[src/rtl/supervisor_pkg.sv]
package supervisor_pkg;

    // Clock period in picoseconds (250 MHz).
    localparam int CLK_PERIOD_PS = 4000;

    // Push-button glitch rejection, ns, and least low time, us.
    localparam int BUTTON_GLITCH_NS = 100;
    localparam int BUTTON_MIN_LOW_US = 1;
    localparam int BUTTON_MIN_LOW_CYCLES =
        (BUTTON_MIN_LOW_US * 1000000 + CLK_PERIOD_PS - 1) / CLK_PERIOD_PS;

    // Shortest strobe pulse that must be seen, ns.
    localparam int STROBE_MIN_PULSE_NS = 50;
    localparam int STROBE_MIN_PULSE_CYCLES =
        (STROBE_MIN_PULSE_NS * 1000 + CLK_PERIOD_PS - 1) / CLK_PERIOD_PS;

    // Reset hold period and watchdog timeout, in ms.
    localparam int RESET_HOLD_MS = 140;
    localparam int WATCHDOG_TIMEOUT_MS = 1600;
    localparam longint RESET_HOLD_CYCLES_DEF =
        (64'(RESET_HOLD_MS) * 1000000000 + CLK_PERIOD_PS - 1)
        / CLK_PERIOD_PS;
    localparam longint WATCHDOG_TIMEOUT_CYCLES_DEF =
        (64'(WATCHDOG_TIMEOUT_MS) * 1000000000) / CLK_PERIOD_PS;

    // Undervoltage dip rejection length, cycles (8 us).
    localparam int SUPPLY_GLITCH_US = 8;
    localparam int SUPPLY_GLITCH_CYCLES =
        (SUPPLY_GLITCH_US * 1000000) / CLK_PERIOD_PS;

    // Reset value of synchronised pins (idle levels).
    localparam logic PIN_IDLE_HIGH = 1'b1;
    localparam logic PIN_IDLE_LOW = 1'b0;

    typedef enum logic [1:0] {
        ST_RESET,
        ST_HOLD,
        ST_RUN
    } supervisor_state_type;

    typedef struct packed {
        logic under_voltage;
        logic button_low;
        logic strobe_edge;
        logic strobe_valid;
    } cause_type;

    typedef struct packed {
        logic reset_n;
        logic reset;
    } reset_out_type;

endpackage

[src/rtl/pin_sync.sv]
`timescale 1ns/10ps
module pin_sync
    import supervisor_pkg::*;
#(
    parameter logic INIT = 1'b1
) (
    input wire logic sys_clk_i,
    input wire logic sys_rst_i,
    input wire logic pin_i,
    output logic level_o,
    output logic change_o
);

    logic [2:0] stage_reg;
    logic [2:0] stage_next;
    logic level_reg;
    logic level_next;

    // Stage 0 feeds only stage 1; a change counts when stages 1 and 2 agree.
    always_comb begin
        stage_next = {stage_reg[1:0], pin_i};
        level_next = level_reg;
        if (stage_reg[2] == stage_reg[1]) begin
            level_next = stage_reg[2];
        end
    end

    always_ff @(posedge sys_clk_i or posedge sys_rst_i) begin
        if (sys_rst_i) begin
            stage_reg <= {3{INIT}};
            level_reg <= INIT;
        end else begin
            stage_reg <= stage_next;
            level_reg <= level_next;
        end
    end

    assign level_o = level_reg;
    assign change_o = level_next != level_reg;

endmodule

[src/rtl/low_filter.sv]
`timescale 1ns/10ps
module low_filter
    import supervisor_pkg::*;
#(
    parameter int LEN = 4
) (
    input wire logic sys_clk_i,
    input wire logic sys_rst_i,
    input wire logic active_i,
    output logic qualified_o
);

    localparam int W = $clog2(LEN + 1);
    logic [W-1:0] count_reg;
    logic [W-1:0] count_next;
    logic qual_reg;
    logic qual_next;

    // Assert only after LEN + 1 consecutive active cycles; release at once.
    always_comb begin
        count_next = count_reg;
        qual_next = qual_reg;
        if (!active_i) begin
            count_next = '0;
            qual_next = 1'b0;
        end else if (count_reg < W'(LEN)) begin
            count_next = count_reg + W'(1);
        end else begin
            qual_next = 1'b1;
        end
    end

    always_ff @(posedge sys_clk_i or posedge sys_rst_i) begin
        if (sys_rst_i) begin
            count_reg <= '0;
            qual_reg <= 1'b0;
        end else begin
            count_reg <= count_next;
            qual_reg <= qual_next;
        end
    end

    assign qualified_o = qual_reg;

endmodule

[src/rtl/supply_supervisor_watchdog_reset.sv]
`timescale 1ns/10ps
module supply_supervisor_watchdog_reset
    import supervisor_pkg::*;
#(
    parameter longint RESET_HOLD_CYCLES = RESET_HOLD_CYCLES_DEF,
    parameter longint WATCHDOG_TIMEOUT_CYCLES = WATCHDOG_TIMEOUT_CYCLES_DEF,
    parameter int SUPPLY_FILTER_CYCLES = SUPPLY_GLITCH_CYCLES
) (
    input wire logic sys_clk_i,
    input wire logic sys_rst_i,
    input wire logic under_voltage_i,
    input wire logic push_button_reset_n_i,
    input wire logic push_button_driven_i,
    input wire logic watchdog_strobe_in_i,
    input wire logic watchdog_strobe_driven_i,
    output logic reset_n_o,
    output logic reset_o,
    output logic watchdog_expired_o
);

    localparam int CW = 32;

    cause_type cause;
    reset_out_type rst_out;
    supervisor_state_type state_reg;
    supervisor_state_type state_next;
    logic [CW-1:0] hold_reg;
    logic [CW-1:0] hold_next;
    logic [CW-1:0] wd_reg;
    logic [CW-1:0] wd_next;
    logic expire_reg;
    logic expire_next;
    logic uv_sync;
    logic btn_sync;
    logic btn_drv_sync;
    logic strobe_sync;
    logic strobe_drv_sync;
    logic btn_low_raw;
    logic uv_qual;
    logic btn_qual;
    logic strobe_change;
    logic hw_cause;
    logic wd_fire;

    function automatic logic [CW-1:0] last_count(input longint n);
        last_count = CW'(n - 1);
    endfunction

    // All pins enter through three-stage synchronisers.
    pin_sync #(.INIT(PIN_IDLE_LOW)) u_uv (
        .sys_clk_i(sys_clk_i),
        .sys_rst_i(sys_rst_i),
        .pin_i(under_voltage_i),
        .level_o(uv_sync),
        .change_o()
    );
    pin_sync #(.INIT(PIN_IDLE_HIGH)) u_btn (
        .sys_clk_i(sys_clk_i),
        .sys_rst_i(sys_rst_i),
        .pin_i(push_button_reset_n_i),
        .level_o(btn_sync),
        .change_o()
    );
    pin_sync #(.INIT(PIN_IDLE_LOW)) u_btn_drv (
        .sys_clk_i(sys_clk_i),
        .sys_rst_i(sys_rst_i),
        .pin_i(push_button_driven_i),
        .level_o(btn_drv_sync),
        .change_o()
    );
    pin_sync #(.INIT(PIN_IDLE_LOW)) u_strobe (
        .sys_clk_i(sys_clk_i),
        .sys_rst_i(sys_rst_i),
        .pin_i(watchdog_strobe_in_i),
        .level_o(strobe_sync),
        .change_o(strobe_change)
    );
    pin_sync #(.INIT(PIN_IDLE_LOW)) u_strobe_drv (
        .sys_clk_i(sys_clk_i),
        .sys_rst_i(sys_rst_i),
        .pin_i(watchdog_strobe_driven_i),
        .level_o(strobe_drv_sync),
        .change_o()
    );

    // An undriven button pin is masked by its driven flag, so it never requests reset.
    assign btn_low_raw = btn_drv_sync & ~btn_sync;

    // Short button lows are dropped; a low longer than 1 us (251 cycles) qualifies a press.
    low_filter #(.LEN(BUTTON_MIN_LOW_CYCLES)) u_btn_filt (
        .sys_clk_i(sys_clk_i),
        .sys_rst_i(sys_rst_i),
        .active_i(btn_low_raw),
        .qualified_o(btn_qual)
    );

    // Supply dips shorter than the rejection length are ignored.
    low_filter #(.LEN(SUPPLY_FILTER_CYCLES)) u_uv_filt (
        .sys_clk_i(sys_clk_i),
        .sys_rst_i(sys_rst_i),
        .active_i(uv_sync),
        .qualified_o(uv_qual)
    );

    always_comb begin
        cause.under_voltage = uv_qual;
        cause.button_low = btn_qual;
        cause.strobe_edge = strobe_change;
        cause.strobe_valid = strobe_drv_sync;
    end

    assign hw_cause = cause.under_voltage | cause.button_low;
    assign wd_fire = cause.strobe_valid && state_reg == ST_RUN
        && wd_reg == last_count(WATCHDOG_TIMEOUT_CYCLES);

    // Reset sequencer: assert on any cause, then hold for the hold period.
    always_comb begin
        state_next = state_reg;
        hold_next = hold_reg;
        unique case (state_reg)
            ST_RESET: begin
                hold_next = '0;
                if (!hw_cause) begin
                    state_next = ST_HOLD;
                end
            end
            ST_HOLD: begin
                if (hw_cause) begin
                    state_next = ST_RESET;
                end else if (hold_reg == last_count(RESET_HOLD_CYCLES)) begin
                    state_next = ST_RUN;
                end else begin
                    hold_next = hold_reg + CW'(1);
                end
            end
            ST_RUN: begin
                hold_next = '0;
                if (hw_cause) begin
                    state_next = ST_RESET;
                end else if (wd_fire) begin
                    state_next = ST_HOLD;
                end
            end
        endcase
    end

    // Watchdog counter: cleared by either strobe edge and held in reset.
    always_comb begin
        wd_next = wd_reg + CW'(1);
        expire_next = wd_fire;
        if (state_reg != ST_RUN || hw_cause) begin
            wd_next = '0;
        end else if (cause.strobe_edge || !cause.strobe_valid) begin
            wd_next = '0;
        end else if (wd_fire) begin
            wd_next = '0;
        end
    end

    always_ff @(posedge sys_clk_i or posedge sys_rst_i) begin
        if (sys_rst_i) begin
            state_reg <= ST_RESET;
            hold_reg <= '0;
            wd_reg <= '0;
            expire_reg <= 1'b0;
        end else begin
            state_reg <= state_next;
            hold_reg <= hold_next;
            wd_reg <= wd_next;
            expire_reg <= expire_next;
        end
    end

    always_comb begin
        rst_out.reset = state_reg != ST_RUN;
        rst_out.reset_n = ~rst_out.reset;
    end

    assign reset_o = rst_out.reset;
    assign reset_n_o = rst_out.reset_n;
    assign watchdog_expired_o = expire_reg;

    // Assertions.
    int unsigned hold_seen;
    int unsigned btn_low_run;

    // Counts consecutive cycles of a synchronised button low.
    always_ff @(posedge sys_clk_i or posedge sys_rst_i) begin
        if (sys_rst_i) begin
            btn_low_run <= 0;
        end else if (btn_low_raw) begin
            btn_low_run <= btn_low_run + 1;
        end else begin
            btn_low_run <= 0;
        end
    end

    always_ff @(posedge sys_clk_i or posedge sys_rst_i) begin
        if (sys_rst_i) begin
            hold_seen <= 0;
        end else if (state_reg == ST_HOLD) begin
            hold_seen <= hold_seen + 1;
        end else begin
            hold_seen <= 0;
        end
    end

    property p_outputs_complement;
        @(posedge sys_clk_i) disable iff (sys_rst_i)
        reset_o != reset_n_o;
    endproperty
    a_outputs_complement: assert property (p_outputs_complement)
        else $error("reset outputs not complementary");

    property p_cause_resets;
        @(posedge sys_clk_i) disable iff (sys_rst_i)
        hw_cause |=> reset_o;
    endproperty
    a_cause_resets: assert property (p_cause_resets)
        else $error("cause did not assert reset");

    property p_button_resets;
        @(posedge sys_clk_i) disable iff (sys_rst_i)
        btn_qual |=> reset_o && state_reg == ST_RESET;
    endproperty
    a_button_resets: assert property (p_button_resets)
        else $error("button low did not hold reset");

    property p_full_hold;
        @(posedge sys_clk_i) disable iff (sys_rst_i)
        (state_reg == ST_HOLD && state_next == ST_RUN)
        |-> hold_seen == RESET_HOLD_CYCLES - 1;
    endproperty
    a_full_hold: assert property (p_full_hold)
        else $error("reset released before hold period");

    property p_wd_clear_in_reset;
        @(posedge sys_clk_i) disable iff (sys_rst_i)
        reset_o |=> wd_reg == 0;
    endproperty
    a_wd_clear_in_reset: assert property (p_wd_clear_in_reset)
        else $error("watchdog counted during reset");

    property p_strobe_clears;
        @(posedge sys_clk_i) disable iff (sys_rst_i)
        strobe_change |=> wd_reg == 0;
    endproperty
    a_strobe_clears: assert property (p_strobe_clears)
        else $error("strobe edge did not clear watchdog");

    property p_expiry_holds;
        @(posedge sys_clk_i) disable iff (sys_rst_i)
        wd_fire && !hw_cause |=> state_reg == ST_HOLD && reset_o;
    endproperty
    a_expiry_holds: assert property (p_expiry_holds)
        else $error("watchdog expiry did not reset");

    property p_float_no_expiry;
        @(posedge sys_clk_i) disable iff (sys_rst_i)
        !strobe_drv_sync |-> !wd_fire ##1 !watchdog_expired_o;
    endproperty
    a_float_no_expiry: assert property (p_float_no_expiry)
        else $error("floating strobe fired watchdog");

    property p_short_low_ignored;
        @(posedge sys_clk_i) disable iff (sys_rst_i)
        btn_low_raw && btn_low_run < BUTTON_MIN_LOW_CYCLES |-> !btn_qual;
    endproperty
    a_short_low_ignored: assert property (p_short_low_ignored)
        else $error("short button glitch qualified");

    c_wd_fire: cover property (@(posedge sys_clk_i) wd_fire);
    c_button: cover property (@(posedge sys_clk_i) $rose(btn_qual));
    c_release: cover property (@(posedge sys_clk_i) $fell(reset_o));
    c_uv: cover property (@(posedge sys_clk_i) $rose(uv_qual));

endmodule

[config.mk]
export PLATFORM = sky130hd
export DESIGN_NAME = supply_supervisor_watchdog_reset
export DESIGN_NICKNAME = d
export VERILOG_FILES = /design/src/rtl/supervisor_pkg.sv /design/src/rtl/pin_sync.sv /design/src/rtl/low_filter.sv /design/src/rtl/supply_supervisor_watchdog_reset.sv
export SDC_FILE = /design/constraint.sdc
export NUM_CORES = 1
export LEC_CHECK = 0
export BUFFER_PORTS_ARGS = -buffer_cell sky130_fd_sc_hd__buf_2
export CAP_MARGIN = 30
export CORE_MARGIN = 5
export CORE_UTILIZATION = 60
export CTS_BUF_LIST = sky130_fd_sc_hd__clkbuf_2 sky130_fd_sc_hd__clkbuf_4 sky130_fd_sc_hd__clkbuf_8
export CTS_CLUSTER_SIZE = 10
export DETAILED_ROUTE_END_ITERATION = 8
export MAX_ROUTING_LAYER = met4
export PLACE_DENSITY_LB_ADDON = 0.2
export REMOVE_ABC_BUFFERS = 1
export SLEW_MARGIN = 20
export SYNTH_ARGS = -nofsm -noshare
export SYNTH_HDL_FRONTEND = slang
export SYNTH_SLANG_ARGS = --single-unit
[constraint.sdc]
create_clock -name sys_clk_i -period 4.8 [get_ports sys_clk_i]
set_clock_uncertainty 0.1 [all_clocks]
set_input_delay 0.96 -clock sys_clk_i [delete_from_list [all_inputs] [get_ports sys_clk_i]]
set_output_delay 0.96 -clock sys_clk_i [all_outputs]
set_load 0.005 [all_outputs]
# Word-level counts from Yosys, hierarchy flattened
# Index checks and enable logic that the tools add are counted.
# totals
register_bits	108
elab_cells	78
inputBits	7
out_inout_bits	3
# classes
n_lt_le_gt_ge	2
bitwise_logic	4
eq_ne	20
mux	21
reduce_logical	9
add_sub_neg	4
# op_table
cell	count
$mux W32	5
$add A32 B1 Y32 const B	2
$pmux W32 S2	1
$eq A32 B26 Y1 const B	1
$eq A32 B29 Y1 const B	1
$mux W11	2
$mux W8	2
$ne A2 B2 Y1 const B	7
$add A11 B1 Y11 const B	1
$lt A11 B11 Y1 const B	1
$mux W2	5
$add A8 B1 Y8 const B	1
$lt A8 B8 Y1 const B	1
$ne A3 B3 Y1 const B	2
$pmux W2 S3	1
$eq A1 B1 Y1	5
$mux W1	5
$reduce_and A3 Y1	1
$eq A2 B1 Y1 const B	1
$eq A2 B2 Y1 const B	1
$logic_and A1 B1 Y1	2
$logic_not A2 Y1	1
$logic_or A1 B1 Y1	2
$ne A2 B1 Y1 const B	1
other kinds (7)	8

# Depth between registers and ports, before layout
# Gate-level depths: netlist of run 1.
# depth
depth_word	6
mapped_depth	9
depth_no_buf	8

# By module
# Synthesis of run 1 repeated with hierarchy kept, for this count alone.
# hier_totals
cells_unflattened	581
area_unflattened_um2	5758.0
# by_module_without_submodules
module	seq_area_each_um2	cells_per_inst	area_each_um2	n_inst
supply_supervisor_watchdog_reset	1676.6	421	3921.3	1
low_filter at u_uv_filt	300.3	69	691.9	1
pin_sync at u_btn_drv ...	100.1	9	131.4	4
low_filter at u_btn_filt	225.2	46	483.0	1
pin_sync at u_btn	105.1	9	136.4	1

# Least setup slack after synthesis of run 1
# OpenSTA, ideal clock, no wires.
# synth_timing
path_kind	register to register
from	register state_reg[0]
to	register state_reg[0]
n_path_buf	0
setup_time_ns	0.079
t_required_ns	4.621
path_stages_with_launch	8
path_slack_ns	2.613
arrival_time_ns	2.007
period_less_slack_ns	2.187
path_cell_list	dfrtp_1 -> inv_1 -> ha_1 -> nor4bb_1 -> nand4_1 -> or4_4 -> a211oi_2 -> mux2i_1
# synth_between
elab_chain_cells	5
word_cells_on_any_way	10
classes_between	eq/ne: 5; mux: 1; reduce/logical: 4
# synth_rtl
element	line	text
from (decl)	supply_supervisor_watchdog_reset.sv:25	supervisor_state_type state_reg;
from (signal assigned)	supply_supervisor_watchdog_reset.sv:167	state_reg <= state_next;
$eq A2 B2 Y1	supply_supervisor_watchdog_reset.sv:113, supply_supervisor_watchdog_reset.sv:120	
$logic_and A1 B1 Y1	supply_supervisor_watchdog_reset.sv:113	assign wd_fire = cause.strobe_valid && state_reg == ST_RUN
$logic_and A1 B1 Y1	supply_supervisor_watchdog_reset.sv:114	&& wd_reg == last_count(WATCHDOG_TIMEOUT_CYCLES);
$ne A3 B3 Y1 (no line)	n/a	
$reduce_and A3 Y1 (no line)	n/a	
# Parallel ways exist; a longest one is shown, timed or not.
# A chain may end at the register's enable or synchronous reset.

# Final worst setup path of run 1
# layout_timing
from	register hold_reg[12]
to	register hold_reg[7]
# layout_between
elab_chain_cells	3
# layout_rtl
element	line	text
from (decl)	supply_supervisor_watchdog_reset.sv:27	logic [CW-1:0] hold_reg;
from (signal assigned)	supply_supervisor_watchdog_reset.sv:168	hold_reg <= hold_next;
$eq A32 B26 Y1	supply_supervisor_watchdog_reset.sv:130	end else if (hold_reg == last_count(RESET_HOLD_CYCLES)) begin
$ne A2 B2 Y1 (no line)	n/a	
$reduce_and A2 Y1 (no line)	n/a	
# Every way passes these cells.

==> results.sh, run 1 <==
export IMPL_cp_start_kind="register"
export IMPL_clk_pin_slew_ns=0.10
export IMPL_yosys_warnings=0
export IMPL_area_growth_pct=5.43
export IMPL_slew_headroom_pct=44.7
export IMPL_power_density_nw_per_um2=273
export IMPL_cts_setup_buffers=0
export IMPL_track_usage_pct=20.9
export IMPL_drtIter0Drc=145
export IMPL_htreeDepth=3
export IMPL_fin_hold_ws_ns=0.257
export IMPL_slowest_stage="a41o_2"
export IMPL_regToRegStartpoint="hold_reg[12]"
export IMPL_syn_inst=552
export IMPL_rsz0062_at_grt="false"
export IMPL_grt_pass1_wl_mm=18.7
export IMPL_gp_congestion=0.850
export IMPL_maxCapViolCount=0
export IMPL_die_area_um2=11100
export IMPL_cts_resized=0
export IMPL_clk_latency_ns=0.38
export IMPL_ys_flop_type="dfrtp_1"
export IMPL_dp_worst_setup_slack_ns=1.64
export IMPL_leakagePower_uw=0.00231
export IMPL_critical_path_max_stage_delay_ns=0.65
export IMPL_grt_pass1_vias=3840
export IMPL_fin_util_pct=65.4
export IMPL_path_cells="or4_1 -> nor3_2 -> a41o_2 -> nand2b_1 -> buf_8 -> o41ai_1"
export IMPL_port_buffer_count=9
export IMPL_timing_fmax_mhz=343
export IMPL_vias=4025
export IMPL_synth_area_leaders="dfrtp_1 48%, xnor2_1 5.0%, nor2_1 4.2%"
export IMPL_peakVddDrop_mv=0.213
export IMPL_drc=0
export IMPL_antennaDiodeCount=0
export IMPL_finalWirelength_mm=10.6
export IMPL_finalMaxSlewViolations=0
export IMPL_min_period_ns=2.91
export IMPL_rr_worst_depth=6
export IMPL_drive_above_1_share_pct=8.83
export IMPL_grt_max_degree=59
export IMPL_cts_sinks=108
export IMPL_setup_slack_ns=1.89
export IMPL_final_hold_viol_count=0
export IMPL_setup_worst_path_end_class="register"
export IMPL_synth_area_um2=5440
export IMPL_viasPerCell=6.07
export IMPL_cts_tree="yes"
export IMPL_crit_start="hold_reg[12]"
export IMPL_die_h_um=105
export IMPL_clockBufferDepth=2
export IMPL_layout_nets=564
export IMPL_crit_path_end="hold_reg[7]"
export IMPL_core_area_um2=8760
export IMPL_synth_edf_count=0
export IMPL_drt_pass1_iter_count=5
export IMPL_setup_violations=0
export IMPL_r2r_end="hold_reg[7]"
export IMPL_grt_antenna_before_repair=0
export IMPL_hp_class="register to register"
export IMPL_ys_seq_area_share_pct=49.8
export IMPL_fillers=690
export IMPL_r2r_slack_ns=1.89
export IMPL_cp_required_ns=4.95
export IMPL_post_drt_wl_per_cell_um=15.9
export IMPL_cts_buffers_inserted=9
export IMPL_crit_fanout=42
export IMPL_antenna_left=0
export IMPL_yosysTopAreaCellShare_pct=47.9
export IMPL_ys_types=59
export IMPL_avgSynthCellArea_um2=9.85
export IMPL_start_util_pct=62.1
export IMPL_critPathKind="register to register"
export IMPL_synth_area_leader_cell="dfrtp_1"
export IMPL_worst_pin_slew_ns=0.827
export IMPL_cts_root_buf="clkbuf_8"
export IMPL_setup_tns_final_ns=0
export IMPL_fin_crit_sh_pct=60.7
export IMPL_grt_overflow_total=0
export IMPL_rows=34
export IMPL_outcome="finished clean"
export IMPL_async_reset_ff_share_pct=100
export IMPL_ys_seq_elements=108
export IMPL_chipWidth_um=105
export IMPL_cp_arrival_ns=3.06
export IMPL_hpwl_mm=6.90
export IMPL_cts_hold_buf=0
export IMPL_ios=10
==> kinds of logic after synthesis <==
family / after synthesis / share of synthesized area [%]
adders and majority gates: 12 / 2.53
muxes: 1 / 0.184
and+or+nand+nor: 244 / 25.1
xor gates and xnor gates: 42 / 6.76
AOI/OAI and AO/OA: 99 / 11.3
buffers and inverters: 46 / 4.35
DFF: 108 / 49.8
==> layout by cell type, fill, tap and decap left out, types with 11 or more instances in the layout <==
cell	count
xnor2_1	31
dfrtp_1	104
nor2_1	61
xor2_1	11
nand4_1	19
o21ai_0	27
nand3_1	30
nor4_1	11
a21oi_1	18
and2_1	18
o31ai_1	17
nand2_1	34
inv_1	18
and3_1	12
==> synthesized netlist by cell type, types with 4 or more instances <==
cell / n
buf_6: 5
nor4_1: 11
ha_1: 7
o21ai_0: 27
xnor2_1: 31
xor2_1: 11
nand4_1: 19
nor4b_1: 4
nor2_1: 61
a31oi_1: 8
maj3_1: 5
o21ai_1: 10
clkbuf_1: 9
a21oi_1: 18
o31ai_1: 17
buf_2: 5
inv_1: 19
nand2b_1: 5
dfrtp_1: 104
or4_1: 8
and4_1: 8
nor2b_1: 4
dfstp_2: 4
nor3_1: 10
nand2_1: 34
and3_1: 12
and2_1: 18
nand3_1: 30
buf_4: 5
==> layout make-up <==
type / count / area, um^2 / area share, %
clock buffer: 10 / 131 / 2.29
sequential: 108 / 2710 / 47.2
clock inverter: 6 / 81.3 / 1.42
multi-input combinational: 398 / 2490 / 43.5
inverter: 19 / 73.8 / 1.29
tap: 108 / 135 / 2.36
timing repair buffer: 14 / 110 / 1.92
==> metal layers <==
| layer | global-route usage, % | share of wire (%) | up-vias |
|---|---|---|---|
| met5 | - | 0 | - |
| met4 | 5.48 | 1.2 | 0 |
| met3 | 4.87 | 3.8 | 13 |
| met2 | 31.4 | 48 | 60 |
| met1 | 28.6 | 47 | 1981 |
| li1 | - | - | 1971 |
==> metrics by stage <==
stage / cell area [um^2] / total power (uW) / instances
6_report: 5730 / 1570 / 663
5_1_grt: 5730 / 1640 / 663
4_1_cts: 5720 / 1590 / 662
3_5_place_dp: 5510 / 1000 / 646
3_3_place_gp: 5480 / 997 / 645
2_1_floorplan: 5270 / 985 / 525
==> critical path: cells and delay by family (launching register included) <==
kind	cells	cell delay [ns]
flops	1	0.47
compound gates	2	0.75
simple gates	3	1.23
buf+inv	1	0.23
==> power by group <==
| part | switching, uW | internal [uW] |
|---|---|---|
| Sequential | 13.0 | 927 |
| Combinational | 27.4 | 16.1 |
| Clock | 324 | 259 |
| Total | 364 | 1200 |
==> worst min-delay path by stage <==
stage | from | to | slack (ns) | cells past startpoint
final | u_btn_drv.stage_reg[0] | u_btn_drv.stage_reg[1] | 0.26 | 0
after global routing | u_btn.stage_reg[1] | u_btn.stage_reg[2] | 0.26 | 0
after CTS | u_btn_drv.stage_reg[0] | u_btn_drv.stage_reg[1] | 0.26 | 0
after detailed placement | u_strobe_drv.stage_reg[0] | u_strobe_drv.stage_reg[1] | 0.24 | 0
after global placement | u_strobe.stage_reg[0] | u_strobe.stage_reg[1] | 0.23 | 0
after floorplan | u_btn_drv.stage_reg[0] | u_btn_drv.stage_reg[1] | 0.23 | 0
Power figures use the tool's default switching activity.
==> inputs of run 2 (changes only) <==
Clock period 4.8 ns to 2.7 ns, I/O delays scaled along.
==> run 2 against run 1 <==
Against the previous run: via count increased by 0.77%; fmax increased by 24%; register-to-register slack worse by 1.5 ns; largest power group unchanged; critical endpoint is now state_reg[0]; cell area up 0.55%; largest cell class unchanged.
==> results.sh, run 2 (synthesized netlist as in run 1, its figures left out) <==
export IMPL_cpLargestDelayFamily="simple AND/OR/NAND/NOR gates"
export IMPL_cts_hold_buf=0
export IMPL_finalMaxSlewViolations=0
export IMPL_cts_tree="yes"
export IMPL_rows=34
export IMPL_rr_worst_depth=7
export IMPL_grt_max_degree=47
export IMPL_layout_nets=568
export IMPL_port_buffer_count=9
export IMPL_fin_crit_sh_pct=86.6
export IMPL_hp_class="input pin to asynchronous set/reset pin"
export IMPL_cp_required_ns=2.90
export IMPL_mostFrequentLayoutCell="dfrtp_1"
export IMPL_crit_fanout=5
export IMPL_drtIter0Drc=182
export IMPL_wl_met2_mm=5.08
export IMPL_cts_sinks=108
export IMPL_dr_max_layer_used="met4"
export IMPL_drive_above_1_share_pct=9.48
export IMPL_viasPerCell=6.08
export IMPL_place_area_um2=5560
export IMPL_stdcell_area_um2=5760
export IMPL_cts_setup_buffers=0
export IMPL_fin_cells=667
export IMPL_final_cell_mix="104 x dfrtp_1, 61 x nor2_1, 34 x nand2_1, 31 x xnor2_1, 30 x nand3_1"
export IMPL_clk_latency_ns=0.37
export IMPL_maxCapViolCount=0
export IMPL_fin_util_pct=65.8
export IMPL_antenna_left=0
export IMPL_wl_met1_mm=4.76
export IMPL_route_met3_wl_um=503
export IMPL_track_usage_pct=20.7
export IMPL_finalWirelength_mm=10.5
export IMPL_cts_resized=0
export IMPL_core_area_um2=8760
export IMPL_grt_overflow_total=0
export IMPL_setup_violations=0
export IMPL_worst_pin_slew_ns=0.591
export IMPL_ios=10
export IMPL_r2r_slack_ns=0.36
export IMPL_critPathKind="register to register"
export IMPL_setup_worst_path_end_class="register"
export IMPL_grt_antenna_before_repair=0
export IMPL_clockBufferDepth=2
export IMPL_path_cells="inv_1 -> ha_1 -> nor4bb_1 -> nand4_1 -> or4_4 -> a211oi_2 -> mux2i_1"
export IMPL_chipWidth_um=105
export IMPL_grt_pass1_wl_mm=18.8
export IMPL_die_h_um=105
export IMPL_slowest_stage="or4_4"
export IMPL_slew_headroom_pct=60.2
export IMPL_power_density_nw_per_um2=472
export IMPL_critical_path_max_stage_delay_ns=0.55
export IMPL_htreeDepth=3
export IMPL_cts_root_buf="clkbuf_8"
export IMPL_timing_fmax_mhz=427
export IMPL_regToRegStartpoint="state_reg[0]"
export IMPL_min_period_ns=2.34
export IMPL_vias=4056
export IMPL_area_growth_pct=6.01
export IMPL_crit_buf_inv=1
export IMPL_drt_pass1_iter_count=5
export IMPL_start_util_pct=62.1
export IMPL_gp_congestion=0.813
export IMPL_grt_pass1_vias=3988
export IMPL_dp_cells=651
export IMPL_cp_arrival_ns=2.54
export IMPL_outcome="finished clean"
export IMPL_antennaDiodeCount=0
export IMPL_die_area_um2=11100
export IMPL_drc=0
export IMPL_final_hold_viol_count=0
export IMPL_leakagePower_uw=0.00232
export IMPL_rsz0062_at_grt="false"
export IMPL_post_drt_wl_per_cell_um=15.7
export IMPL_hpwl_mm=6.97
export IMPL_cp_start_kind="register"
export IMPL_r2r_end="state_reg[0]"
export IMPL_cts_buffers_inserted=9
export IMPL_peakVddDrop_mv=0.352
export IMPL_clk_pin_slew_ns=0.12
-- run 2: worst max-delay path by stage --
stage,cells past startpoint,slack (ns),from,end
6_report,7,0.36,state_reg[0],state_reg[0]
5_1_grt,7,0.15,state_reg[0],state_reg[0]
4_1_cts,7,0.35,state_reg[0],state_reg[0]
3_5_place_dp,7,0.38,state_reg[0],state_reg[0]
3_3_place_gp,7,0.45,state_reg[0],state_reg[0]
2_1_floorplan,1,-0.78,sys_rst_i,hold_reg[0]
-- run 2: layer usage --
metal,up-vias,GRT usage (%)
met1,1963,27.7
met3,10,4.13
met4,0,6.12
met2,103,32.1
li1,1980,-
met5,-,-
-- run 2: power by group --
group          internal, uW  total (uW)  switching, uW
Clock                   367         972            605
Sequential             1650        1670           23.6
Combinational          27.6        76.5           48.9
Total                  2040        2720            677
-- run 2: per-stage QoR --
step | worst slack, ns | hold WS (ns) | total power [uW] | setup TNS [ns]
finish | 0.360 | 0.0846 | 2720 | 0
global route | 0.153 | 0.107 | 2840 | 0
CTS | 0.348 | 0.0932 | 2760 | 0
detailed placement | 0.377 | 0.236 | 1780 | 0
global placement | 0.452 | 0.232 | 1780 | 0
floorplan | -0.779 | 0.231 | 1750 | -81.13
-- run 2: cell type report --
cell class                 count  area, um^2
clock buffer                   9         124
clock inverter                 7        80.1
fill                         673        3000
inverter                      19        73.8
multi-input combinational    398        2490
sequential                   108        2710
tap                          108         135
timing repair buffer          18         150
